**src/flr_defines.svh**
```systemverilog
// constants of the fault locator recorder: offsets, fields, reset values, timing
`ifndef FLR_DEFINES_SVH
`define FLR_DEFINES_SVH
// ----------------------------------------
// timing
// ----------------------------------------
`define FLR_CLK_HZ          10000000
`define FLR_STAMP_MS        1
`define FLR_STAMP_CYC       ((`FLR_CLK_HZ / 1000) * `FLR_STAMP_MS)
// ----------------------------------------
// register offsets (byte addresses)
// ----------------------------------------
`define FLR_OFS_CTRL        8'h00
`define FLR_OFS_THRESH      8'h04
`define FLR_OFS_XPERKM      8'h08
`define FLR_OFS_BLKSEL      8'h0C
`define FLR_OFS_STAT        8'h10
`define FLR_OFS_MASK        8'h14
`define FLR_OFS_COUNT       8'h18
`define FLR_OFS_HSEL        8'h1C
`define FLR_OFS_HTIME       8'h20
`define FLR_OFS_HINFO       8'h24
`define FLR_OFS_HDIST       8'h28
`define FLR_OFS_HFILL       8'h2C
// ----------------------------------------
// fields and reset values
// ----------------------------------------
`define FLR_CTRL_EV_ON      0
`define FLR_CTRL_EV_OFF     1
`define FLR_CTRL_CNT_CLR    2
`define FLR_CTRL_RST        32'h0000_0003
`define FLR_THRESH_RST      16'h000A
`define FLR_XPERKM_RST      16'h007D
`define FLR_ST_REC          0
`define FLR_ST_ON           1
`define FLR_ST_OFF          2
`define FLR_ST_DROP         3
`define FLR_HIST_DEPTH      12
`endif

```
**src/flr_pkg.sv**
```systemverilog
// types of the fault locator recorder
package flr_pkg;
  // ----------------------------------------
  // loop codes and direction
  // ----------------------------------------
  typedef enum logic [2:0] {
    FLR_LOOP_AB  = 3'h0,
    FLR_LOOP_BC  = 3'h1,
    FLR_LOOP_CA  = 3'h2,
    FLR_LOOP_AN  = 3'h3,
    FLR_LOOP_BN  = 3'h4,
    FLR_LOOP_CN  = 3'h5,
    FLR_LOOP_ABC = 3'h6
  } flr_loop_t;
  typedef enum logic [1:0] {
    FLR_DIR_NONE = 2'h0,
    FLR_DIR_FWD  = 2'h1,
    FLR_DIR_REV  = 2'h2
  } flr_dir_t;
  // ----------------------------------------
  // measurement sets
  // ----------------------------------------
  typedef struct packed {
    logic [15:0] phase_a_current;
    logic [15:0] phase_b_current;
    logic [15:0] phase_c_current;
  } flr_curr_t;
  typedef struct packed {
    logic [15:0] loop_reactance_ab;
    logic [15:0] loop_reactance_bc;
    logic [15:0] loop_reactance_ca;
    logic [15:0] loop_reactance_a_n;
    logic [15:0] loop_reactance_b_n;
    logic [15:0] loop_reactance_c_n;
  } flr_react_t;
  // one history record
  typedef struct packed {
    logic [31:0] stamp_ms;
    logic        on_event;
    flr_loop_t   loop;
    flr_dir_t    dir;
    logic [2:0]  setting_group;
    logic [15:0] reactance;
    logic [15:0] distance;
  } flr_rec_t;
  // recorder states
  typedef enum logic [1:0] {
    FLR_IDLE = 2'b00,
    FLR_CALC = 2'b01,
    FLR_DONE = 2'b11
  } flr_state_t;
endpackage

```
**src/flr_divider.sv**
```systemverilog
// sequential restoring divider for the fault distance
`timescale 1ns/1ps
module flr_divider #(
  parameter int W = 16
) (
  input  wire logic         clk_i,
  input  wire logic         rst_i,
  input  wire logic         ce_i,
  input  wire logic         start_i,
  input  wire logic [W-1:0] dividend_i,
  input  wire logic [W-1:0] divisor_i,
  output logic              done_o,
  output logic [W-1:0]      quot_o
);
  logic [W-1:0]         q_r;
  logic [W:0]           rem_r;
  logic [W-1:0]         div_r;
  logic [$clog2(W+1):0] cnt_r;
  logic                 busy_r;
  wire  [W:0]           shifted = {rem_r[W-1:0], q_r[W-1]};
  wire                  fits    = shifted >= {1'b0, div_r};

  // one quotient bit per cycle; zero divisor gives all ones
  always_ff @(posedge clk_i) begin
    if (rst_i) begin
      q_r    <= '0;
      rem_r  <= '0;
      div_r  <= '0;
      cnt_r  <= '0;
      busy_r <= 1'b0;
      done_o <= 1'b0;
      quot_o <= '0;
    end else if (ce_i) begin
      done_o <= 1'b0;
      if (start_i && !busy_r) begin
        q_r    <= dividend_i;
        rem_r  <= '0;
        div_r  <= divisor_i;
        cnt_r  <= ($clog2(W+1)+1)'(W);
        busy_r <= 1'b1;
      end else if (busy_r) begin
        rem_r <= fits ? shifted - {1'b0, div_r} : shifted;
        q_r   <= {q_r[W-2:0], fits};
        cnt_r <= cnt_r - 1'b1;
        if (cnt_r == 1) begin
          busy_r <= 1'b0;
          done_o <= 1'b1;
          quot_o <= (div_r == '0) ? '1 : {q_r[W-2:0], fits};
        end
      end
    end
  end
endmodule

```
**src/flr_recorder.sv**
```systemverilog
// fault locator recorder: trigger check, loop choice, distance and history
//
// Contract
// - uses three phase currents and loop reactances refreshed each 5 ms
// - on trigger, active selected blocking signal suppresses all recording; code still emits the OFF event at the trigger fall
// - without earth voltages only phase-to-phase loops may be recorded
// - loop chosen from currents over threshold at the trigger instant
// - three picks A-B-C on the A-B reactance; A,B picks A-B; B,C picks B-C; A,C picks C-A
// - single phase picks its neutral loop only when earth voltages exist
// - no phase over threshold means no impedance and no record
// - trigger threshold in 0.1 nominal steps, default 1.0
// - line_reactance_per_length held at 0.001 ohm/km, default 0.125
// - rolling history of twelve latest records, oldest dropped
// - every event and record carries a 1 ms time stamp
// - cumulative triggering count, clearable on request
// - ON and OFF events emitted, passed according to a user mask
// - record holds time, event, loop, direction, reactance, distance, group
`timescale 1ns/1ps
`include "flr_defines.svh"
module flr_recorder #(
  parameter int DEPTH     = `FLR_HIST_DEPTH,
  parameter int STAMP_CYC = `FLR_STAMP_CYC,
  parameter int NBLK      = 8
) (
  input  wire logic                clk_i,
  input  wire logic                rst_i,
  input  wire logic                ce_i,
  input  wire logic [31:0]         wb_adr_i,
  input  wire logic [31:0]         wb_dat_i,
  input  wire logic [3:0]          wb_sel_i,
  input  wire logic                wb_we_i,
  input  wire logic                wb_cyc_i,
  input  wire logic                wb_stb_i,
  output logic [31:0]              wb_dat_o,
  output logic                     wb_ack_o,
  input  wire flr_pkg::flr_curr_t  curr_i,
  input  wire flr_pkg::flr_react_t react_i,
  input  wire logic                earth_volt_ok_i,
  input  wire logic                trigger_i,
  input  wire logic [NBLK-1:0]     block_i,
  input  wire flr_pkg::flr_dir_t   dir_i,
  input  wire logic [2:0]          setting_group_i,
  output logic                     event_valid_o,
  output flr_pkg::flr_rec_t        event_o,
  output logic                     irq_o
);
  // ----------------------------------------
  // registers
  // ----------------------------------------
  logic [31:0]          ctrl_r;
  logic [15:0]          thresh_r;
  logic [15:0]          xperkm_r;
  logic [NBLK-1:0]      blksel_r;
  logic [3:0]           stat_r;
  logic [3:0]           mask_r;
  logic [31:0]          count_r;
  logic [3:0]           hsel_r;
  logic [31:0]          ms_r;
  logic [23:0]          tick_r;
  logic                 trig_d_r;
  flr_pkg::flr_rec_t    hist_r [DEPTH];
  logic [3:0]           head_r;
  logic [3:0]           fill_r;
  flr_pkg::flr_state_t  state_r;
  flr_pkg::flr_loop_t   loop_r;
  logic [15:0]          xsel_r;
  logic [31:0]          stamp_r;
  flr_pkg::flr_dir_t    dir_r;
  logic [2:0]           sg_r;
  logic                 div_start_r;

  // ----------------------------------------
  // decode and loop choice
  // ----------------------------------------
  // current compares directly against the raw threshold value, without scaling
  function automatic logic over(input logic [15:0] i, input logic [15:0] t);
    return i > t;
  endfunction
  wire        a_over   = over(curr_i.phase_a_current, thresh_r);
  wire        b_over   = over(curr_i.phase_b_current, thresh_r);
  wire        c_over   = over(curr_i.phase_c_current, thresh_r);
  wire [2:0]  over_v   = {a_over, b_over, c_over};
  wire        blocked  = |(block_i & blksel_r);
  wire        trig_rise = trigger_i && !trig_d_r;
  flr_pkg::flr_loop_t pick_loop;
  logic       pick_ok;
  logic [15:0] pick_x;
  // table of over-threshold combinations to loop
  always_comb begin
    pick_ok   = 1'b1;
    pick_loop = flr_pkg::FLR_LOOP_AB;
    pick_x    = react_i.loop_reactance_ab;
    case (over_v)
      3'b111: pick_loop = flr_pkg::FLR_LOOP_ABC;
      3'b110: pick_loop = flr_pkg::FLR_LOOP_AB;
      3'b011: begin
        pick_loop = flr_pkg::FLR_LOOP_BC;
        pick_x    = react_i.loop_reactance_bc;
      end
      3'b101: begin
        pick_loop = flr_pkg::FLR_LOOP_CA;
        pick_x    = react_i.loop_reactance_ca;
      end
      3'b100: begin
        pick_loop = flr_pkg::FLR_LOOP_AN;
        pick_x    = react_i.loop_reactance_a_n;
        pick_ok   = earth_volt_ok_i;
      end
      3'b010: begin
        pick_loop = flr_pkg::FLR_LOOP_BN;
        pick_x    = react_i.loop_reactance_b_n;
        pick_ok   = earth_volt_ok_i;
      end
      3'b001: begin
        pick_loop = flr_pkg::FLR_LOOP_CN;
        pick_x    = react_i.loop_reactance_c_n;
        pick_ok   = earth_volt_ok_i;
      end
      default: pick_ok = 1'b0;
    endcase
  end
  wire accept = trig_rise && !blocked && pick_ok && state_r == flr_pkg::FLR_IDLE;
  wire trig_fall = !trigger_i && trig_d_r;

  // ----------------------------------------
  // divider
  // ----------------------------------------
  logic        div_done;
  logic [15:0] dist_q;
  flr_divider #(.W(16)) u_div (
    .clk_i      (clk_i),
    .rst_i      (rst_i),
    .ce_i       (ce_i),
    .start_i    (div_start_r),
    .dividend_i (xsel_r),
    .divisor_i  (xperkm_r),
    .done_o     (div_done),
    .quot_o     (dist_q)
  );
  // reactance in 0.001 ohm over ohm/km in 0.001 gives whole km

  // ----------------------------------------
  // bus decode
  // ----------------------------------------
  wire        wb_req  = wb_cyc_i && wb_stb_i && !wb_ack_o;
  wire        wb_wr   = wb_req && wb_we_i;
  wire [7:0]  wb_ofs  = wb_adr_i[7:0];
  wire [3:0]  hidx_w  = (hsel_r < 4'(DEPTH)) ? hsel_r : 4'h0;
  // five bits so head plus depth cannot wrap before the modulo
  wire [4:0]  rd_sum  = 5'(head_r) + 5'(DEPTH) - 5'h01 - 5'(hidx_w);
  wire [3:0]  rd_pos  = 4'(rd_sum % 5'(DEPTH));
  wire flr_pkg::flr_rec_t hrec = hist_r[rd_pos];
  wire        cnt_clr = wb_wr && wb_ofs == `FLR_OFS_CTRL && wb_sel_i[0]
                        && wb_dat_i[`FLR_CTRL_CNT_CLR];
  wire [31:0] stat_clr = (wb_wr && wb_ofs == `FLR_OFS_STAT && wb_sel_i[0])
                         ? wb_dat_i : 32'h0;
  wire        ev_on   = div_done && ctrl_r[`FLR_CTRL_EV_ON];
  wire        ev_off  = trig_fall && ctrl_r[`FLR_CTRL_EV_OFF];
  wire        drop    = trig_rise && state_r == flr_pkg::FLR_IDLE && !accept;
  logic [31:0] rd_data;
  // read mux; unmapped offsets read zero
  always_comb begin
    case (wb_ofs)
      `FLR_OFS_CTRL:   rd_data = {29'h0, ctrl_r[2:0] & 3'h3};
      `FLR_OFS_THRESH: rd_data = {16'h0, thresh_r};
      `FLR_OFS_XPERKM: rd_data = {16'h0, xperkm_r};
      `FLR_OFS_BLKSEL: rd_data = 32'(blksel_r);
      `FLR_OFS_STAT:   rd_data = {28'h0, stat_r};
      `FLR_OFS_MASK:   rd_data = {28'h0, mask_r};
      `FLR_OFS_COUNT:  rd_data = count_r;
      `FLR_OFS_HSEL:   rd_data = {28'h0, hsel_r};
      `FLR_OFS_HTIME:  rd_data = hrec.stamp_ms;
      `FLR_OFS_HINFO:  rd_data = {7'h0, hrec.setting_group, hrec.dir, hrec.loop,
                                  hrec.on_event, hrec.reactance};
      `FLR_OFS_HDIST:  rd_data = {16'h0, hrec.distance};
      `FLR_OFS_HFILL:  rd_data = {28'h0, fill_r};
      default:         rd_data = 32'h0;
    endcase
  end
  assign irq_o = |(stat_r & mask_r);

  // ----------------------------------------
  // bus slave: one-cycle ack
  // ----------------------------------------
  always_ff @(posedge clk_i) begin
    if (rst_i) begin
      wb_ack_o <= 1'b0;
      wb_dat_o <= 32'h0;
    end else if (ce_i) begin
      wb_ack_o <= wb_req;
      wb_dat_o <= rd_data;
    end
  end

  // ----------------------------------------
  // writable settings
  // ----------------------------------------
  always_ff @(posedge clk_i) begin
    if (rst_i) begin
      ctrl_r   <= `FLR_CTRL_RST;
      thresh_r <= `FLR_THRESH_RST;
      xperkm_r <= `FLR_XPERKM_RST;
      blksel_r <= '0;
      mask_r   <= 4'h0;
      hsel_r   <= 4'h0;
    end else if (ce_i && wb_wr) begin
      case (wb_ofs)
        `FLR_OFS_CTRL:   if (wb_sel_i[0]) ctrl_r[1:0] <= wb_dat_i[1:0];
        `FLR_OFS_THRESH: if (wb_sel_i[0]) thresh_r <= wb_dat_i[15:0];
        `FLR_OFS_XPERKM: if (wb_sel_i[0]) xperkm_r <= wb_dat_i[15:0];
        `FLR_OFS_BLKSEL: if (wb_sel_i[0]) blksel_r <= wb_dat_i[NBLK-1:0];
        `FLR_OFS_MASK:   if (wb_sel_i[0]) mask_r <= wb_dat_i[3:0];
        `FLR_OFS_HSEL:   if (wb_sel_i[0]) hsel_r <= wb_dat_i[3:0];
        default: ;
      endcase
    end
  end

  // ----------------------------------------
  // millisecond time base
  // ----------------------------------------
  always_ff @(posedge clk_i) begin
    if (rst_i) begin
      tick_r <= 24'h0;
      ms_r   <= 32'h0;
    end else if (ce_i) begin
      if (tick_r == 24'(STAMP_CYC - 1)) begin
        tick_r <= 24'h0;
        ms_r   <= ms_r + 32'h1;
      end else begin
        tick_r <= tick_r + 24'h1;
      end
    end
  end

  // ----------------------------------------
  // status flags: set wins over write-one clear
  // ----------------------------------------
  wire [3:0] stat_set = {drop, ev_off, ev_on, div_done};
  always_ff @(posedge clk_i) begin
    if (rst_i) stat_r <= 4'h0;
    else if (ce_i) stat_r <= (stat_r & ~stat_clr[3:0]) | stat_set;
  end

  // ----------------------------------------
  // trigger capture and sequencing
  // ----------------------------------------
  always_ff @(posedge clk_i) begin
    if (rst_i) begin
      trig_d_r    <= 1'b0;
      state_r     <= flr_pkg::FLR_IDLE;
      loop_r      <= flr_pkg::FLR_LOOP_AB;
      xsel_r      <= 16'h0;
      stamp_r     <= 32'h0;
      dir_r       <= flr_pkg::FLR_DIR_NONE;
      sg_r        <= 3'h0;
      div_start_r <= 1'b0;
    end else if (ce_i) begin
      trig_d_r    <= trigger_i;
      div_start_r <= 1'b0;
      case (state_r)
        flr_pkg::FLR_IDLE: if (accept) begin
          loop_r  <= pick_loop;
          xsel_r  <= pick_x;
          stamp_r <= ms_r;
          dir_r   <= dir_i;
          sg_r    <= setting_group_i;
          div_start_r <= 1'b1;
          state_r <= flr_pkg::FLR_CALC;
        end
        flr_pkg::FLR_CALC: if (div_done) state_r <= flr_pkg::FLR_DONE;
        flr_pkg::FLR_DONE: state_r <= flr_pkg::FLR_IDLE;
        default: state_r <= flr_pkg::FLR_IDLE;
      endcase
    end
  end

  // ----------------------------------------
  // history ring, counter and event output
  // ----------------------------------------
  always_ff @(posedge clk_i) begin
    if (rst_i) begin
      head_r        <= 4'h0;
      fill_r        <= 4'h0;
      count_r       <= 32'h0;
      event_valid_o <= 1'b0;
      event_o       <= '0;
      for (int i = 0; i < DEPTH; i++) hist_r[i] <= '0;
    end else if (ce_i) begin
      event_valid_o <= ev_on || ev_off;
      if (div_done) begin
        hist_r[head_r] <= {stamp_r, 1'b1, loop_r, dir_r, sg_r, xsel_r, dist_q};
        head_r <= (head_r == 4'(DEPTH - 1)) ? 4'h0 : head_r + 4'h1;
        if (fill_r != 4'(DEPTH)) fill_r <= fill_r + 4'h1;
      end
      if (ev_on)
        event_o <= {stamp_r, 1'b1, loop_r, dir_r, sg_r, xsel_r, dist_q};
      else if (ev_off)
        event_o <= {ms_r, 1'b0, loop_r, dir_r, sg_r, xsel_r, 16'h0};
      if (div_done) count_r <= count_r + 32'h1;
      else if (cnt_clr) count_r <= 32'h0;
    end
  end
endmodule

```
**config.mk**
```make
export PLATFORM = sky130hd
export DESIGN_NAME = flr_recorder
export DESIGN_NICKNAME = d
export VERILOG_FILES = /design/src/flr_pkg.sv /design/src/flr_divider.sv /design/src/flr_recorder.sv
export VERILOG_INCLUDE_DIRS = /design/src
export SDC_FILE = /design/constraint.sdc
export NUM_CORES = 2
export LEC_CHECK = 0
export ABC_AREA = 1
export BUFFER_PORTS_ARGS = -buffer_cell sky130_fd_sc_hd__buf_4
export CAP_MARGIN = 5
export CORE_AREA = 2 2 389 391
export CTS_CLUSTER_SIZE = 30
export DETAILED_ROUTE_END_ITERATION = 8
export DIE_AREA = 0 0 391 393
export PLACE_DENSITY = 0.54
export SYNTH_ARGS = -nofsm -noshare
export SYNTH_HDL_FRONTEND = slang
export SYNTH_SLANG_ARGS = --single-unit
```
**constraint.sdc**
```tcl
create_clock -name clk_i -period 5.58 [get_ports clk_i]
set_clock_uncertainty 0.05 [all_clocks]
set_input_delay 0.558 -clock clk_i [delete_from_list [all_inputs] [get_ports clk_i]]
set_output_delay 0.558 -clock clk_i [all_outputs]
set_load 0.005 [all_outputs]
```
After elaboration in Yosys (flattened, before gate mapping)

Memories as Yosys holds them, arrays and structs flattened.
Index checks and enable logic that the tools add are counted.

$add $sub $neg: 10
Divide/modulo/power cells: 1
Magnitude comparators: 5
Equal/unequal tests: 25
Muxes and demuxes: 40
Bitwise operators: 6
Reductions and logical operators: 53

Operators by type and width:

| operator                                                           | number |
|---|---|
| 32-bit one-hot mux with 12 select lines                            | 1 |
| 73-bit two-way mux                                                 | 3 |
| 16-bit two-way mux                                                 | 6 |
| 16-bit one-hot mux with 5 select lines                             | 1 |
| 73-bit OR reduction                                                | 1 |
| 32-bit by 1-bit adder with 32-bit output (second input constant)   | 2 |
| 32-bit two-way mux                                                 | 2 |
| 16-bit > comparator                                                | 3 |
| 8-bit by 5-bit == test with 1-bit output (second input constant)   | 4 |
| 8-bit by 6-bit == test with 1-bit output (second input constant)   | 4 |
| 3-bit AND reduction                                                | 9 |
| 24-bit by 1-bit adder with 24-bit output (second input constant)   | 1 |
| 24-bit by 14-bit == test with 1-bit output (second input constant) | 1 |
| 24-bit two-way mux                                                 | 1 |
| 1-bit logical AND                                                  | 19 |
| 3-bit one-hot mux with 6 select lines                              | 1 |
| 17-bit by 16-bit greater-or-equal comparator with 1-bit output     | 1 |
| 8-bit by 4-bit == test with 1-bit output (second input constant)   | 2 |
| 16-bit logical NOT                                                 | 1 |
| 4-bit two-way mux                                                  | 4 |
| 16-bit subtractor                                                  | 1 |
| 1-bit two-way mux                                                  | 15 |
| 3-bit == test (second input constant)                              | 4 |
| 6-bit two-way mux                                                  | 2 |
| 34 further kinds                                                   | 51 |

Flip-flop bits (word level): 389
Bits in writable memories: 876
Bits of input ports: 233
Logic and storage cells: 178
Memories: 1

Memories:

| memory | words | width | rd ports | clocked after Yosys merged registers in | wr ports | RTL line           | text |
|---|---|---|---|---|---|---|---|
| hist_r | 12    | 73    | 1        | 0                                       | 12       | flr_recorder.sv:61 | `flr_pkg::flr_rec_t hist_r [DEPTH];` |

Longest topological paths before layout

Depth after elaboration: 9
Mapped depth: 21
Gate-level depth less buffers: 20

By module

A second synthesis with hierarchy kept.

Cell total of the unflattened synthesis: 6672
Area total of the unflattened synthesis: 59006.6 µm²

By module, submodules not included:

| module       | times used | cells an instance | area an instance (µm²) | sequential area each (µm²) |
|---|---|---|---|---|
| flr_recorder | 1          | 6060              | 54845.1                | 32531.2 |
| flr_divider  | 1          | 612               | 4161.5                 | 1441.4 |

Least setup slack after synthesis

Ideal clock, no wire load.

Path type: input port to flip-flop
From: input port rst_i
To: memory hist_r[3][0] (netlist name) (enable)
Arrival: 3.140 ns
Setup slack: 1.957 ns
Cell stages on the path: 8
Path buffers: 3
Cell sequence: clkbuf_1 -> nor2_1 -> clkinv_1 -> nor2_1 -> nand2_1 -> clkbuf_1 -> clkbuf_1 -> nand2_1

RTL lines:

| what               | RTL line           | text |
|---|---|---|
| start: declaration | flr_recorder.sv:26 | `input wire logic rst_i,` |
| end: declaration   | flr_recorder.sv:61 |  |

Worst setup path in the final report

From: register hsel_r[3]
To: register wb_dat_o[17]

Cells in the longest elaborated chain, start to end: 6

Ends and longest elaborated chain:

| what                                          | RTL line            | text |
|---|---|---|
| start: declaration                            | flr_recorder.sv:57  | `logic [3:0] hsel_r;` |
| start signal: assignment                      | flr_recorder.sv:213 | `` `FLR_OFS_HSEL: if (wb_sel_i[0]) hsel_r <= wb_dat_i[3:0]; `` |
| 4-bit less-than comparator                    | flr_recorder.sv:148 | `wire [3:0] hidx_w = (hsel_r < 4'(DEPTH)) ? hsel_r : 4'h0;` |
| 4-bit two-way mux *                           | flr_recorder.sv:148 |  |
| 5-bit by 4-bit subtractor with 5-bit output * | flr_recorder.sv:150 | `wire [4:0] rd_sum = 5'(head_r) + 5'(DEPTH) - 5'h01 - 5'(hidx_w);` |
| 5-bit by 4-bit modulo with 5-bit output *     | flr_recorder.sv:151 | `wire [3:0] rd_pos = 4'(rd_sum % 5'(DEPTH));` |
| memory read 12 x 73 bit *                     | n/a                 |  |
| 32-bit one-hot mux with 12 select lines *     | flr_recorder.sv:163 | `case (wb_ofs)` |
| end signal: assignment                        | flr_recorder.sv:191 | `wb_dat_o <= rd_data;` |
| end: declaration                              | flr_recorder.sv:34  | `output logic [31:0] wb_dat_o,` |

Mark *: on every way between the ends. The rest lies on a longest branch, timed or not.
A chain may end at the register's enable or synchronous reset.

==> out/qor.txt <==
status -> finished clean
Hold Path Sink -> wb_ack_o
P_int -> 16.08 mW
Synth-to-Final Area Change -> 14.58%
Post-Route WL -> 209.7 mm
CTS Root Cell -> clkbuf_16
drt pass-1 iters -> 7
max cap viols -> 0
initial antenna violation count -> 3
CTS tree -> built
Synth Net Count -> 7076
Setup crit start -> hsel_r[3]
Clk pwr share -> 44.2%
num ports -> 341
sequential share of power -> 49.3%
Post-synth EDFFs -> 864
Worst Reg-to-Reg Cells -> 16
DRT iter0 DRCs -> 4738
Max stage delay cell, worst path -> inv_1
GR Util met3 -> 3.305%
GRT met1 Usage -> 36.70%
Initial Util -> 39.74%
Core Footprint -> 149200 um^2
worst reg2reg endpoint -> wb_dat_o[17]
grt met2 use -> 42.98%
critical path, cell by cell -> inv_1, o21ai_0, ha_1, ha_4, fa_1, xor2_2, nand2_1, nand3_2, nand2_8, inv_1, buf_4, o21ai_0, nand3_1, nand3_1, nand2_1, a21oi_1
static leakage -> 25.57 nW
clock tree buffer depth -> 3
Clock Pin Slew Worst Setup and Hold Paths -> 60 ps
Worst Min Path Start -> wb_cyc_i
CP max FO -> 28
average routed wire per standard cell -> 23.67 um
routability congestion estimate from global placement -> 0.9372
worst relative slew slack -> 9.386%
FFs w/ async S/R, synth -> 0%
cell row count -> 142
busiest grt layer -> met2
register area -> 33970 um^2
period utilisation layout -> 78.61%
Main synth FF type -> edfxtp_1
Multi-input gate area -> 22010 um^2
Peak VDD IR -> 239.5 uV
unrepaired setup endpoints after global routing -> no
Yosys cell types -> 56
Hold WC Path Type -> primary input to register
Yosys top cell by area -> edfxtp_1
Die Y -> 393 um
worst skew pair latency -> 780 ps
Nets -> 7116
Final Hold Fails -> 0
largest net degree at the start of global routing -> 198
HPWL Detailed -> 126.9 mm
Synth area leaders -> edfxtp_1 (44%), dfxtp_1 (14%), nand2_1 (10%), nor2_1 (7.5%), a21oi_1 (3.7%)
CTS H-tree lvls -> 4
I/O Buffers -> 297
WP data required -> 6150 ps
R2R Path Start -> hsel_r[3]
Gate Count Post-Synth -> 6759
Via density -> 5.528
DR DRC count -> 0
Mapped Area -> 59310 um^2
total grt overflow -> 0
Vias -> 48966
Final min period -> 4386 ps
final setup fails -> 0
R2R setup slack -> 1190 ps
critical path class -> register to register
post-CTS sizing -> 0
Hold Buf Count CTS -> 22
achievable frequency -> 228.0 MHz
Slowest Stage Delay on Critical Path -> 750 ps
Switch Pwr -> 4.923 mW
CTS buffer count -> 141
Synth warnings -> 0
post-synthesis sequential area ratio -> 57.28%
Slew @ Worst Pin -> 1359 ps
number of clock sinks -> 1265
die width -> 391 um
Hold Path Stages -> 3
Total GRT Usage -> 26.59%
die footprint -> 153700 um^2
post-synthesis register bit count -> 1265
Mapped Avg Cell Area -> 8.776 um^2
Synth top area share -> 43.74%
share of post-route cells with drive strength above 1 -> 9.624%
sw frac -> 23.44%
combinational share of power -> 6.5%
fillcell total -> 14545
final setup TNS -> 0 ps
Critical Path AT -> 4960 ps
vias in the first global route -> 45402
Tot Pwr -> 21.00 mW
P per Cell Area -> 309.0 nW/um^2
Crit. End Element -> register
Final Max Tran Viols -> 0
antenna viol nets, final -> 0
first-pass GRT wire length -> 303.9 mm
Startpoint Class -> register
Post-CTS Setup Bufs -> 0
-- power groups by stage --
stage / Combinational [mW] / Sequential (mW) / Clock [mW]
after floorplan: 0.795 / 10.6 / 0
after detailed placement: 1.35 / 10.6 / 0
after global placement: 1.34 / 10.6 / 0
final: 1.36 / 10.4 / 9.28
after global routing: 1.49 / 10.4 / 9.74
after CTS: 1.37 / 10.4 / 9.38
-- registers in the layout, summed over array words and instances (netlist names), 6 cells and up --
register and count:
ms_r 32, count_r 32, xperkm_r 16, u_div.cnt_r 6, tick_r 24, u_div.rem_r 16, u_div.quot_o 16, wb_dat_o 32
u_div.q_r 16, event_o 73, hist_r 876, thresh_r 16, xsel_r 16, u_div.div_r 16, stamp_r 32, blksel_r 8
-- area by class of cell --
| cell class | instances | share of cell area (%) |
|---|---|---|
| tap | 1944 | 3.579 |
| clock buffer | 202 | 6.060 |
| clock inverter | 52 | 0.6388 |
| timing repair buffer | 413 | 5.140 |
| multi-input combinational | 4586 | 32.38 |
| inverter | 392 | 2.198 |
| sequential | 1265 | 49.99 |
| antenna | 4 | 0.01473 |
-- metal layers --
| layer | part of all wire [%] | vias up |
|---|---|---|
| met4 | 3.5 | 0 |
| li1 | - | 22943 |
| met5 | 0 | - |
| met2 | 47 | 1753 |
| met3 | 6.6 | 321 |
| met1 | 43 | 23949 |
-- critical path, delay by kind of cell, from the launching register on --
family	cells	cell delay (ps)
DFF	1	350
xor gates and xnor gates	1	310
and+or+nand+nor	6	1030
buffers and inverters	3	1210
AOI/OAI and AO/OA	3	350
adders and majority gates	3	930
-- cells by family after synthesis --
family	Yosys count	share of synthesized area, %
xor+xnor	35	0.5295
buf+inv	908	6.060
fa+ha+maj	84	1.797
compound gates	1014	10.34
simple gates	3453	23.99
flops	1265	57.28
-- through the flow --
stage	std cells	hold slack (ps)	setup slack, ps	cell area [um^2]	util [%]
2_1_floorplan	6759	371.9	1957	59310	-
3_3_place_gp	8578	384.2	1305	63180	42.33
3_5_place_dp	8578	385.0	1254	63180	42.33
4_1_cts	8854	10.57	1266	67950	45.53
5_1_grt	8856	66.36	991.8	67960	45.54
6_report	8858	51.26	1194	67960	45.54
-- how the worst max path moves through the flow --
stage                              end  slack, ps  cells past startpoint
after floorplan           hist_r[3][0]       1960                      8
after global placement    wb_dat_o[19]       1300                     16
after detailed placement  wb_dat_o[19]       1250                     16
after CTS                 wb_dat_o[19]       1270                     16
after global routing      wb_dat_o[19]        990                     16
final                     wb_dat_o[17]       1190                     16
-- Yosys cell counts (3+ instances only) --
library cell and number:
a221oi_1 6, nor3b_1 6, a211oi_1 17, nor2_1 1184
nand3_2 3, a31oi_1 36, o21a_1 6, clkbuf_1 338
buf_6 6, o211ai_1 47, dfxtp_1 401, o21bai_1 3
nand2_1 1574, o21ai_1 11, buf_4 10, o221ai_1 20
nand2_2 6, nor3_1 54, nor3_2 3, inv_2 6
buf_2 83, buf_1 79, nand3_1 415, nand4_1 126
o21ai_0 263, edfxtp_1 864, a21o_1 4, nor2_2 6
nor2_4 3, a21oi_1 436, a32o_1 107, a22o_1 28
o2111ai_1 3, clkinv_1 8, or2_2 3, o22ai_1 19
xor2_1 26, xnor2_1 8, nand3b_1 40, ha_1 82
inv_1 378, nor4_1 24
-- layout by cell type (no fill, tap or decap), types with 5 or more instances in the layout --
cell type	count
nand2_1	1549
nor2_1	1181
edfxtp_1	864
a21oi_1	436
nand3_1	415
dfxtp_1	400
inv_1	376
buf_4	364
o21ai_0	263
clkbuf_16	150
nand4_1	126
a32o_1	107
ha_1	80
nor3_1	54
o211ai_1	47
nand3b_1	40
a31oi_1	36
clkbuf_1	35
a22o_1	28
nand2_4	27
buf_12	27
xor2_1	26
clkinv_1	24
nor4_1	24
dlygate4sd3_1	22
clkinv_2	21
o221ai_1	20
o22ai_1	19
a211oi_1	17
clkbuf_8	17
o21ai_1	11
nor2_2	8
xnor2_1	8
nor3b_1	6
o21a_1	6
a221oi_1	6
bufinv_16	6
inv_2	5
Power figures use the tool's default switching activity.
